===== src/rtl/rcv_pkg.sv =====
package rcv_pkg;

  // Register byte offsets
  localparam logic [11:0] CTRL_OFFSET   = 12'h000;
  localparam logic [11:0] VALUE_OFFSET  = 12'h004;
  localparam logic [11:0] ALARM_OFFSET  = 12'h008;

  // Control register fields
  localparam int COUNT_EN_BIT  = 0;
  localparam int WR_EN_BIT     = 1;
  localparam int HALF_SEC_BIT  = 2;
  localparam int VPTR_LSB      = 8;
  localparam int APTR_LSB      = 10;

  // Control reset values
  localparam logic       COUNT_EN_RST = 1'b0;
  localparam logic       WR_EN_RST    = 1'b0;
  localparam logic [1:0] PTR_RST      = 2'h0;

  // Digit field positions inside a 16-bit value word
  localparam int YEAR_TENS_LSB  = 4;
  localparam int YEAR_ONES_LSB  = 0;
  localparam int MONTH_TENS_BIT = 12;
  localparam int MONTH_ONES_LSB = 8;
  localparam int DAY_TENS_LSB   = 4;
  localparam int DAY_ONES_LSB   = 0;
  localparam int WEEKDAY_LSB    = 8;
  localparam int HOUR_TENS_LSB  = 4;
  localparam int HOUR_ONES_LSB  = 0;
  localparam int MIN_TENS_LSB   = 12;
  localparam int MIN_ONES_LSB   = 8;
  localparam int SEC_TENS_LSB   = 4;
  localparam int SEC_ONES_LSB   = 0;

  // Timing
  localparam int CLK_PERIOD_NS       = 10;
  localparam int HALF_SEC_NS         = 500_000_000;
  localparam int HALF_SEC_CYCLES_DEF = HALF_SEC_NS / CLK_PERIOD_NS;

  // Window pointer selections
  typedef enum logic [1:0] {
    WIN_MIN_SEC      = 2'b00,
    WIN_WEEKDAY_HOUR = 2'b01,
    WIN_MONTH_DAY    = 2'b10,
    WIN_YEAR         = 2'b11
  } rcv_win_e;

  // Calendar value digits
  typedef struct packed {
    logic [3:0] yearTens;
    logic [3:0] yearOnes;
    logic       monthTens;
    logic [3:0] monthOnes;
    logic [1:0] dayTens;
    logic [3:0] dayOnes;
    logic [2:0] weekday;
    logic [1:0] hourTens;
    logic [3:0] hourOnes;
    logic [2:0] minTens;
    logic [3:0] minOnes;
    logic [2:0] secTens;
    logic [3:0] secOnes;
  } rcv_time_s;

endpackage


===== src/rtl/rcv_calendar_regs.sv =====
`timescale 1ns/10ps
// Operation
// - Year tens in 7:4, ones in 3:0
// - Year writes need value write enable
// - Month tens bit 12, ones 11:8
// - Day tens 5:4, ones 3:0
// - Date, weekday/hour and alarm writes gated
// - Weekday three bits 10:8, 0 to 6
// - Hour tens 5:4, ones 3:0
// - Minute tens 14:12, ones 11:8
// - Second tens 6:4, ones 3:0
// - Unused bits read zero, writes ignored
// - Digit fields have no reset value
// - Alarm registers mirror timekeeping layouts except year, whose window reads zero
// - Window pointer decrements to zero on reads and upper-byte writes
// - Value window writes blocked when disabled
// - Seconds byte write clears half-second flag
module rcv_calendar_regs
  import rcv_pkg::*;
#(
  parameter int ADDR_W          = 12,
  parameter int HALF_SEC_CYCLES = HALF_SEC_CYCLES_DEF
) (
  // Clock and reset
  input  wire logic              clk,
  input  wire logic              rst,
  // APB slave
  input  wire logic              psel,
  input  wire logic              penable,
  input  wire logic              pwrite,
  input  wire logic [ADDR_W-1:0] paddr,
  input  wire logic [31:0]       pwdata,
  input  wire logic [3:0]        pstrb,
  output logic      [31:0]       prdata,
  output logic                   pready,
  output logic                   pslverr,
  // Calendar state towards counting and alarm logic
  output rcv_time_s              timeNow,
  output rcv_time_s              alarmValue,
  output logic                   halfSecondFlag,
  output logic                   secondTick
);

  localparam int CW = $clog2(HALF_SEC_CYCLES + 1);

  function automatic logic [15:0] packWord(input rcv_time_s t, input rcv_win_e idx, input logic isAlarm);
    logic [15:0] w;
    w = 16'h0000;
    case (idx)
      WIN_MIN_SEC: begin
        w[MIN_TENS_LSB +: 3] = t.minTens;
        w[MIN_ONES_LSB +: 4] = t.minOnes;
        w[SEC_TENS_LSB +: 3] = t.secTens;
        w[SEC_ONES_LSB +: 4] = t.secOnes;
      end
      WIN_WEEKDAY_HOUR: begin
        w[WEEKDAY_LSB +: 3]   = t.weekday;
        w[HOUR_TENS_LSB +: 2] = t.hourTens;
        w[HOUR_ONES_LSB +: 4] = t.hourOnes;
      end
      WIN_MONTH_DAY: begin
        w[MONTH_TENS_BIT]      = t.monthTens;
        w[MONTH_ONES_LSB +: 4] = t.monthOnes;
        w[DAY_TENS_LSB +: 2]   = t.dayTens;
        w[DAY_ONES_LSB +: 4]   = t.dayOnes;
      end
      default: begin
        if (!isAlarm) begin
          w[YEAR_TENS_LSB +: 4] = t.yearTens;
          w[YEAR_ONES_LSB +: 4] = t.yearOnes;
        end
      end
    endcase
    return w;
  endfunction

  function automatic rcv_time_s storeWord(input rcv_time_s t, input rcv_win_e idx, input logic isAlarm,
                                          input logic [15:0] data, input logic [1:0] strb);
    rcv_time_s   n;
    logic [15:0] cur;
    logic [15:0] w;
    n   = t;
    cur = packWord(t, idx, isAlarm);
    w   = {strb[1] ? data[15:8] : cur[15:8], strb[0] ? data[7:0] : cur[7:0]};
    // Only digit positions are picked up, so unused bits are dropped
    case (idx)
      WIN_MIN_SEC: begin
        n.minTens = w[MIN_TENS_LSB +: 3];
        n.minOnes = w[MIN_ONES_LSB +: 4];
        n.secTens = w[SEC_TENS_LSB +: 3];
        n.secOnes = w[SEC_ONES_LSB +: 4];
      end
      WIN_WEEKDAY_HOUR: begin
        n.weekday  = w[WEEKDAY_LSB +: 3];
        n.hourTens = w[HOUR_TENS_LSB +: 2];
        n.hourOnes = w[HOUR_ONES_LSB +: 4];
      end
      WIN_MONTH_DAY: begin
        n.monthTens = w[MONTH_TENS_BIT];
        n.monthOnes = w[MONTH_ONES_LSB +: 4];
        n.dayTens   = w[DAY_TENS_LSB +: 2];
        n.dayOnes   = w[DAY_ONES_LSB +: 4];
      end
      default: begin
        if (!isAlarm) begin
          n.yearTens = w[YEAR_TENS_LSB +: 4];
          n.yearOnes = w[YEAR_ONES_LSB +: 4];
        end
      end
    endcase
    return n;
  endfunction

  function automatic logic [7:0] lastDay(input rcv_time_s t);
    logic       leap;
    logic [7:0] month;
    leap  = t.yearTens[0] ? (t.yearOnes == 4'h2 || t.yearOnes == 4'h6)
                          : (t.yearOnes == 4'h0 || t.yearOnes == 4'h4 || t.yearOnes == 4'h8);
    month = {3'h0, t.monthTens, t.monthOnes};
    if (month == 8'h02) begin
      lastDay = leap ? 8'h29 : 8'h28;
    end else if (month == 8'h04 || month == 8'h06 || month == 8'h09 || month == 8'h11) begin
      lastDay = 8'h30;
    end else begin
      lastDay = 8'h31;
    end
  endfunction

  function automatic rcv_time_s tickTime(input rcv_time_s t);
    rcv_time_s n;
    n = t;
    if (t.secOnes != 4'h9) begin
      n.secOnes = t.secOnes + 4'h1;
    end else begin
      n.secOnes = 4'h0;
      if (t.secTens != 3'h5) begin
        n.secTens = t.secTens + 3'h1;
      end else begin
        n.secTens = 3'h0;
        if (t.minOnes != 4'h9) begin
          n.minOnes = t.minOnes + 4'h1;
        end else begin
          n.minOnes = 4'h0;
          if (t.minTens != 3'h5) begin
            n.minTens = t.minTens + 3'h1;
          end else begin
            n.minTens = 3'h0;
            if ({t.hourTens, t.hourOnes} == 6'h23) begin
              n.hourTens = 2'h0;
              n.hourOnes = 4'h0;
              n.weekday  = (t.weekday == 3'h6) ? 3'h0 : t.weekday + 3'h1;
              if ({2'h0, t.dayTens, t.dayOnes} == lastDay(t)) begin
                n.dayTens = 2'h0;
                n.dayOnes = 4'h1;
                if ({t.monthTens, t.monthOnes} == 5'h12) begin
                  n.monthTens = 1'b0;
                  n.monthOnes = 4'h1;
                  if ({t.yearTens, t.yearOnes} == 8'h99) begin
                    n.yearTens = 4'h0;
                    n.yearOnes = 4'h0;
                  end else if (t.yearOnes == 4'h9) begin
                    n.yearOnes = 4'h0;
                    n.yearTens = t.yearTens + 4'h1;
                  end else begin
                    n.yearOnes = t.yearOnes + 4'h1;
                  end
                end else if (t.monthOnes == 4'h9) begin
                  n.monthOnes = 4'h0;
                  n.monthTens = 1'b1;
                end else begin
                  n.monthOnes = t.monthOnes + 4'h1;
                end
              end else if (t.dayOnes == 4'h9) begin
                n.dayOnes = 4'h0;
                n.dayTens = t.dayTens + 2'h1;
              end else begin
                n.dayOnes = t.dayOnes + 4'h1;
              end
            end else if (t.hourOnes == 4'h9) begin
              n.hourOnes = 4'h0;
              n.hourTens = t.hourTens + 2'h1;
            end else begin
              n.hourOnes = t.hourOnes + 4'h1;
            end
          end
        end
      end
    end
    return n;
  endfunction

  logic          countEnable_r;
  logic          valueWriteEnable_r;
  rcv_win_e      valuePtr_r;
  rcv_win_e      alarmPtr_r;
  logic [CW-1:0] halfCnt_r;
  logic          access;
  logic          done;
  logic          hitCtrl;
  logic          hitValue;
  logic          hitAlarm;
  logic          valueWr;
  logic          alarmWr;
  logic          secLowWr;
  logic [31:0]   readWord;

  assign access   = psel & penable;
  assign done     = access & pready;
  assign valueWr  = done & pwrite & hitValue & valueWriteEnable_r;
  assign alarmWr  = done & pwrite & hitAlarm & valueWriteEnable_r;
  assign secLowWr = valueWr & pstrb[0] & (valuePtr_r == WIN_MIN_SEC);

  // Address decode
  always_comb begin
    hitCtrl  = 1'b0;
    hitValue = 1'b0;
    hitAlarm = 1'b0;
    if (paddr == ADDR_W'(CTRL_OFFSET)) begin
      hitCtrl = 1'b1;
    end else if (paddr == ADDR_W'(VALUE_OFFSET)) begin
      hitValue = 1'b1;
    end else if (paddr == ADDR_W'(ALARM_OFFSET)) begin
      hitAlarm = 1'b1;
    end
  end

  // Read mux
  always_comb begin
    readWord = 32'h0000_0000;
    if (hitCtrl) begin
      readWord[COUNT_EN_BIT]    = countEnable_r;
      readWord[WR_EN_BIT]       = valueWriteEnable_r;
      readWord[HALF_SEC_BIT]    = halfSecondFlag;
      readWord[VPTR_LSB +: 2]   = valuePtr_r;
      readWord[APTR_LSB +: 2]   = alarmPtr_r;
    end else if (hitValue) begin
      readWord[15:0] = packWord(timeNow, valuePtr_r, 1'b0);
    end else if (hitAlarm) begin
      readWord[15:0] = packWord(alarmValue, alarmPtr_r, 1'b1);
    end
  end

  // APB answer: one wait state, data and error set with pready
  always_ff @(posedge clk) begin
    if (rst) begin
      pready  <= 1'b0;
      pslverr <= 1'b0;
      prdata  <= 32'h0000_0000;
    end else begin
      pready  <= access & ~pready;
      pslverr <= access & ~pready & ~(hitCtrl | hitValue | hitAlarm);
      if (access & ~pready) begin
        prdata <= pwrite ? 32'h0000_0000 : readWord;
      end
    end
  end

  // Control bits
  always_ff @(posedge clk) begin
    if (rst) begin
      countEnable_r      <= COUNT_EN_RST;
      valueWriteEnable_r <= WR_EN_RST;
    end else if (done & pwrite & hitCtrl & pstrb[0]) begin
      countEnable_r      <= pwdata[COUNT_EN_BIT];
      valueWriteEnable_r <= pwdata[WR_EN_BIT];
    end
  end

  // Window pointers
  always_ff @(posedge clk) begin
    if (rst) begin
      valuePtr_r <= rcv_win_e'(PTR_RST);
      alarmPtr_r <= rcv_win_e'(PTR_RST);
    end else if (done & pwrite & hitCtrl & pstrb[1]) begin
      valuePtr_r <= rcv_win_e'(pwdata[VPTR_LSB +: 2]);
      alarmPtr_r <= rcv_win_e'(pwdata[APTR_LSB +: 2]);
    end else if (done & (~pwrite | pstrb[1])) begin
      if (hitValue && valuePtr_r != WIN_MIN_SEC) begin
        valuePtr_r <= rcv_win_e'(valuePtr_r - 2'h1);
      end
      if (hitAlarm && alarmPtr_r != WIN_MIN_SEC) begin
        alarmPtr_r <= rcv_win_e'(alarmPtr_r - 2'h1);
      end
    end
  end

  // Half-second divider and seconds tick
  always_ff @(posedge clk) begin
    if (rst) begin
      halfCnt_r      <= '0;
      halfSecondFlag <= 1'b0;
      secondTick     <= 1'b0;
    end else begin
      secondTick <= 1'b0;
      if (secLowWr) begin
        halfCnt_r      <= '0;
        halfSecondFlag <= 1'b0;
      end else if (countEnable_r) begin
        if (halfCnt_r == CW'(HALF_SEC_CYCLES - 1)) begin
          halfCnt_r      <= '0;
          halfSecondFlag <= ~halfSecondFlag;
          secondTick     <= halfSecondFlag;
        end else begin
          halfCnt_r <= halfCnt_r + CW'(1);
        end
      end
    end
  end

  // Time value, no reset on digit fields
  always_ff @(posedge clk) begin
    if (valueWr) begin
      timeNow <= storeWord(timeNow, valuePtr_r, 1'b0, pwdata[15:0], pstrb[1:0]);
    end else if (secondTick) begin
      timeNow <= tickTime(timeNow);
    end
  end

  // Alarm value, no reset on digit fields
  always_ff @(posedge clk) begin
    if (alarmWr) begin
      alarmValue <= storeWord(alarmValue, alarmPtr_r, 1'b1, pwdata[15:0], pstrb[1:0]);
    end
  end

endmodule


===== config.mk =====
export PLATFORM = sky130hd
export DESIGN_NAME = rcv_calendar_regs
export DESIGN_NICKNAME = d
export VERILOG_FILES = /design/src/rtl/rcv_pkg.sv /design/src/rtl/rcv_calendar_regs.sv
export SDC_FILE = /design/constraint.sdc
export NUM_CORES = 1
export LEC_CHECK = 0
export BUFFER_PORTS_ARGS = -buffer_cell sky130_fd_sc_hd__buf_4
export CAP_MARGIN = 20
export CORE_AREA = 2 2 119 132
export DETAILED_ROUTE_END_ITERATION = 12
export DIE_AREA = 0 0 121 134
export PLACE_DENSITY = 0.79
export SETUP_SLACK_MARGIN = 0.05
export SYNTH_ARGS = -nofsm -noshare
export SYNTH_HDL_FRONTEND = slang
export SYNTH_SLANG_ARGS = --single-unit

===== constraint.sdc =====
create_clock -name clk -period 2.57 [get_ports clk]
set_input_delay 0.1285 -clock clk [delete_from_list [all_inputs] [get_ports clk]]
set_output_delay 0.1285 -clock clk [all_outputs]
set_load 0.01 [all_outputs]

==> flow_summary.yaml <==
run_status:
  status: "finished, final reports clean"
flow_run:
  cap_violations: 0
worst_setup_path:
  r2r_slack_ps: 100
  end_kind: "register"
  critPathKind: "register to register"
  path_max_fanout: 8
  crit_start: "timeNow[35]"
  reg2reg_to: "timeNow[39]"
  r2r_cells: 6
  start_kind: "register"
  regToRegStartpoint: "timeNow[35]"
  crit_arrival_ps: 2620
  required_ps: 2720
  cp-endpoint: "timeNow[39]"
logic_synthesis:
  synth_fa_ha_area_frac: 0.02452
  synth-compound-area-share: 0.1908
  synthTopCellsByArea: "edfxtp_1 (32%), dfxtp_1 (14%), o21ai_0 (4.7%), nand2_1 (4.0%), nor2_1 (3.7%)"
  ys_seq_elements: 127
  muxShareOfSynthArea: 0.01857
  async_reset_ff_frac: 0
  seq_area_frac_synth: 0.4624
  synthFlopType: "edfxtp_1"
  synthCells: 766
  synth_edf_count: 76
  yosys.area.top_type: "edfxtp_1"
  ys.warnings.count: 0
  synth_xor_area_frac: 0.04414
  ys_types: 69
  synth_top_area_frac: 0.3195
  syn_area_mm2: 0.007143
  synth_top_family_by_area: "compound AO/OA/AOI/OAI gates"
  synthMostInstantiatedCell: "nand2_1"
  synthTopCellsByCount: "nand2_1 (77), edfxtp_1 (76), nor2_1 (71)"
  avgSynthCellArea_um2: 9.325
  synth-simple-area-share: 0.1883
power:
  power.density_mw_per_mm2: 536.3
  vdd.ir_drop.worst_mv: 0.4182
  leakage_nw: 3.567
  p_seq_frac: 0.438
  pwr-share-clk: 0.530
  p_switching_mw: 1.053
  comb_power_share: 0.032
  switching_share: 0.2149
  p_int_mw: 3.847
clock_network:
  clk_pin_slew_worst_paths_ps: 60
  cts.sinks: 127
  post_cts_buffers: 0
  root_buffer: "clkbuf_16"
  worstSkewPairLatency_ps: 420
  cts_tree: "done"
  htreeDepth: 4
  cts_max_path_buffers: 2
  cts_buffers: 17
global_route:
  antenna_found_initial: 0
  grt_overflow: 0
  grt_pass1_wl_um: 31770
  grtUsageTotal: 0.2510
  grt_max_degree: 26
  grt_pass1_vias: 6048
timing:
  clock_skew_ps: 7.943
  fmax_mhz: 404.5
  fin_hold_ws_ps: 17.95
  finalCritPeriodShare: 0.9619
  rsz0062_at_grt: "false"
  slew_violations: 0
  tightest_slew_ps: 613.9
  layout_setup_ws_ps: 97.81
  finalHoldViolations: 0
  period_needed_ps: 2472
  max_slew_margin: 0.5907
  final.setup.tns_ps: 0
  setup_viol: 0
routing:
  antenna_left: 0
  num_vias: 6514
  wirelength_um: 20380
  drt_iter0_markers: 720
  drc_errors: 0
  via_per_inst: 5.744
  drtPass1Iterations: 5
  wire_per_inst_um: 17.97
floorplanning:
  fp.dieH_um: 134
  rows: 47
  start_util: 0.4801
  dieArea_mm2: 0.01621
  die_w_um: 121
  ioPinCount: 173
  core_area_mm2: 0.01488
placement:
  place_ws_ps: 165.1
  finalWeightedCongestion: 0.8890
  place_inst: 1099
  port-buffer-count: 128
  hpwl_um: 15070
final_layout:
  diodes: 0
  drive_gt1_frac: 0.2409
  nets: 992
  final_cells: 1134
  area_growth_pct: 27.90
  finish.utilization: 0.6141
worst_hold_path:
  hp-class: "primary input to register"
  hold_depth: 3
-- critical path: stages (launching register included) --
cell      delay [ps]
edfxtp_1         400
buf_4            190
nor4bb_1         130
nor3b_1          350
mux2_2           410
o31a_1           370
a41o_1           350
-- cell type report --
class	instances	area [µm²]
Timing Repair Buffer	183	1406
Inverter	31	116.4
Clock buffer	17	425.4
Tap cell	196	245.2
Multi-Input combinational cell	565	3432
Clock inverter	15	207.7
Sequential cell	127	3303
Fill cell	1237	5742
-- registers in the layout (all words and copies together), names as in the netlist --
signal              flops
secondTick              1
alarmValue             34
alarmPtr_r              2
halfSecondFlag          1
countEnable_r           1
prdata                 15
halfCnt_r              26
valueWriteEnable_r      1
valuePtr_r              2
pslverr                 1
pready                  1
timeNow                42
-- metrics by stage --
step                      power, mW  cell area [µm²]
after detailed placement      2.338             8466
after global placement        2.336             8466
after global routing          5.032             9136
after CTS                     4.923             9129
final                         4.900             9136
after floorplan               2.300             7233
-- what timing repair did --
item | in CTS | in global routing
hold endpoints to repair | 4 | 0
resized for setup | 0 | 3
hold buffers | 3 | 0
endpoints found under the setup margin | 0 | 16
-- power by group through the flow --
stage | Sequential, mW | Combinational, mW | Clock [mW]
after global routing | 2.14 | 0.168 | 2.72
final | 2.15 | 0.157 | 2.60
after detailed placement | 2.19 | 0.149 | 0
after CTS | 2.15 | 0.154 | 2.62
after global placement | 2.19 | 0.147 | 0
after floorplan | 2.19 | 0.110 | 0
-- cell usage in the layout, fill, tap and decap left out, types with 4 or more instances in the layout --
| cell | n |
|---|---|
| a21oi_1 | 40 |
| buf_4 | 178 |
| xnor2_1 | 26 |
| nand2b_1 | 7 |
| o31ai_1 | 7 |
| nand4_1 | 5 |
| inv_6 | 5 |
| a21boi_0 | 10 |
| edfxtp_1 | 76 |
| o21a_1 | 5 |
| a22o_1 | 12 |
| nor3_1 | 11 |
| nor3b_1 | 4 |
| a222oi_1 | 6 |
| nand2_1 | 77 |
| bufinv_16 | 4 |
| nor4_1 | 11 |
| inv_1 | 29 |
| a31oi_1 | 6 |
| nand3_1 | 20 |
| mux2i_1 | 11 |
| a21o_1 | 6 |
| a22oi_1 | 24 |
| nor2b_1 | 9 |
| or4_1 | 6 |
| nand3b_1 | 4 |
| conb_1 | 25 |
| and3_1 | 4 |
| clkbuf_16 | 17 |
| a211oi_1 | 6 |
| xor2_1 | 10 |
| o21ai_1 | 4 |
| and4_1 | 5 |
| nand4b_1 | 4 |
| nor2_1 | 71 |
| and2_1 | 9 |
| dfxtp_1 | 51 |
| ha_1 | 14 |
| o21ai_0 | 67 |
-- worst min path at each step --
stage              start            endpoint
2_1_floorplan  pwdata[0]       countEnable_r
3_3_place_gp   pwdata[1]  valueWriteEnable_r
3_5_place_dp   pwdata[0]       countEnable_r
4_1_cts        pwdata[6]       alarmValue[6]
5_1_grt        pwdata[6]       alarmValue[6]
6_report       pwdata[6]       alarmValue[6]
-- routing by layer --
| layer | vias to the layer above | part of all wire | track usage |
|---|---|---|---|
| li1 | 3073 | - | - |
| met1 | 3061 | 0.42 | 0.3353 |
| met2 | 343 | 0.47 | 0.4020 |
| met3 | 37 | 0.087 | 0.05782 |
| met4 | 0 | 0.025 | 0.08463 |
| met5 | - | 0 | 0 |
-- cells by family (layout without fill, tap and decap cells) --
logic type                 Yosys count  in the layout
AOI/OAI and AO/OA                  212            212
buffers and inverters               98            246
adders and majority gates           14             14
xor gates and xnor gates            36             36
and+or+nand+nor                    265            265
muxes                               13             13
DFF                                127            127
other                                1             25
No activity file was read; power rests on OpenSTA's default activity.
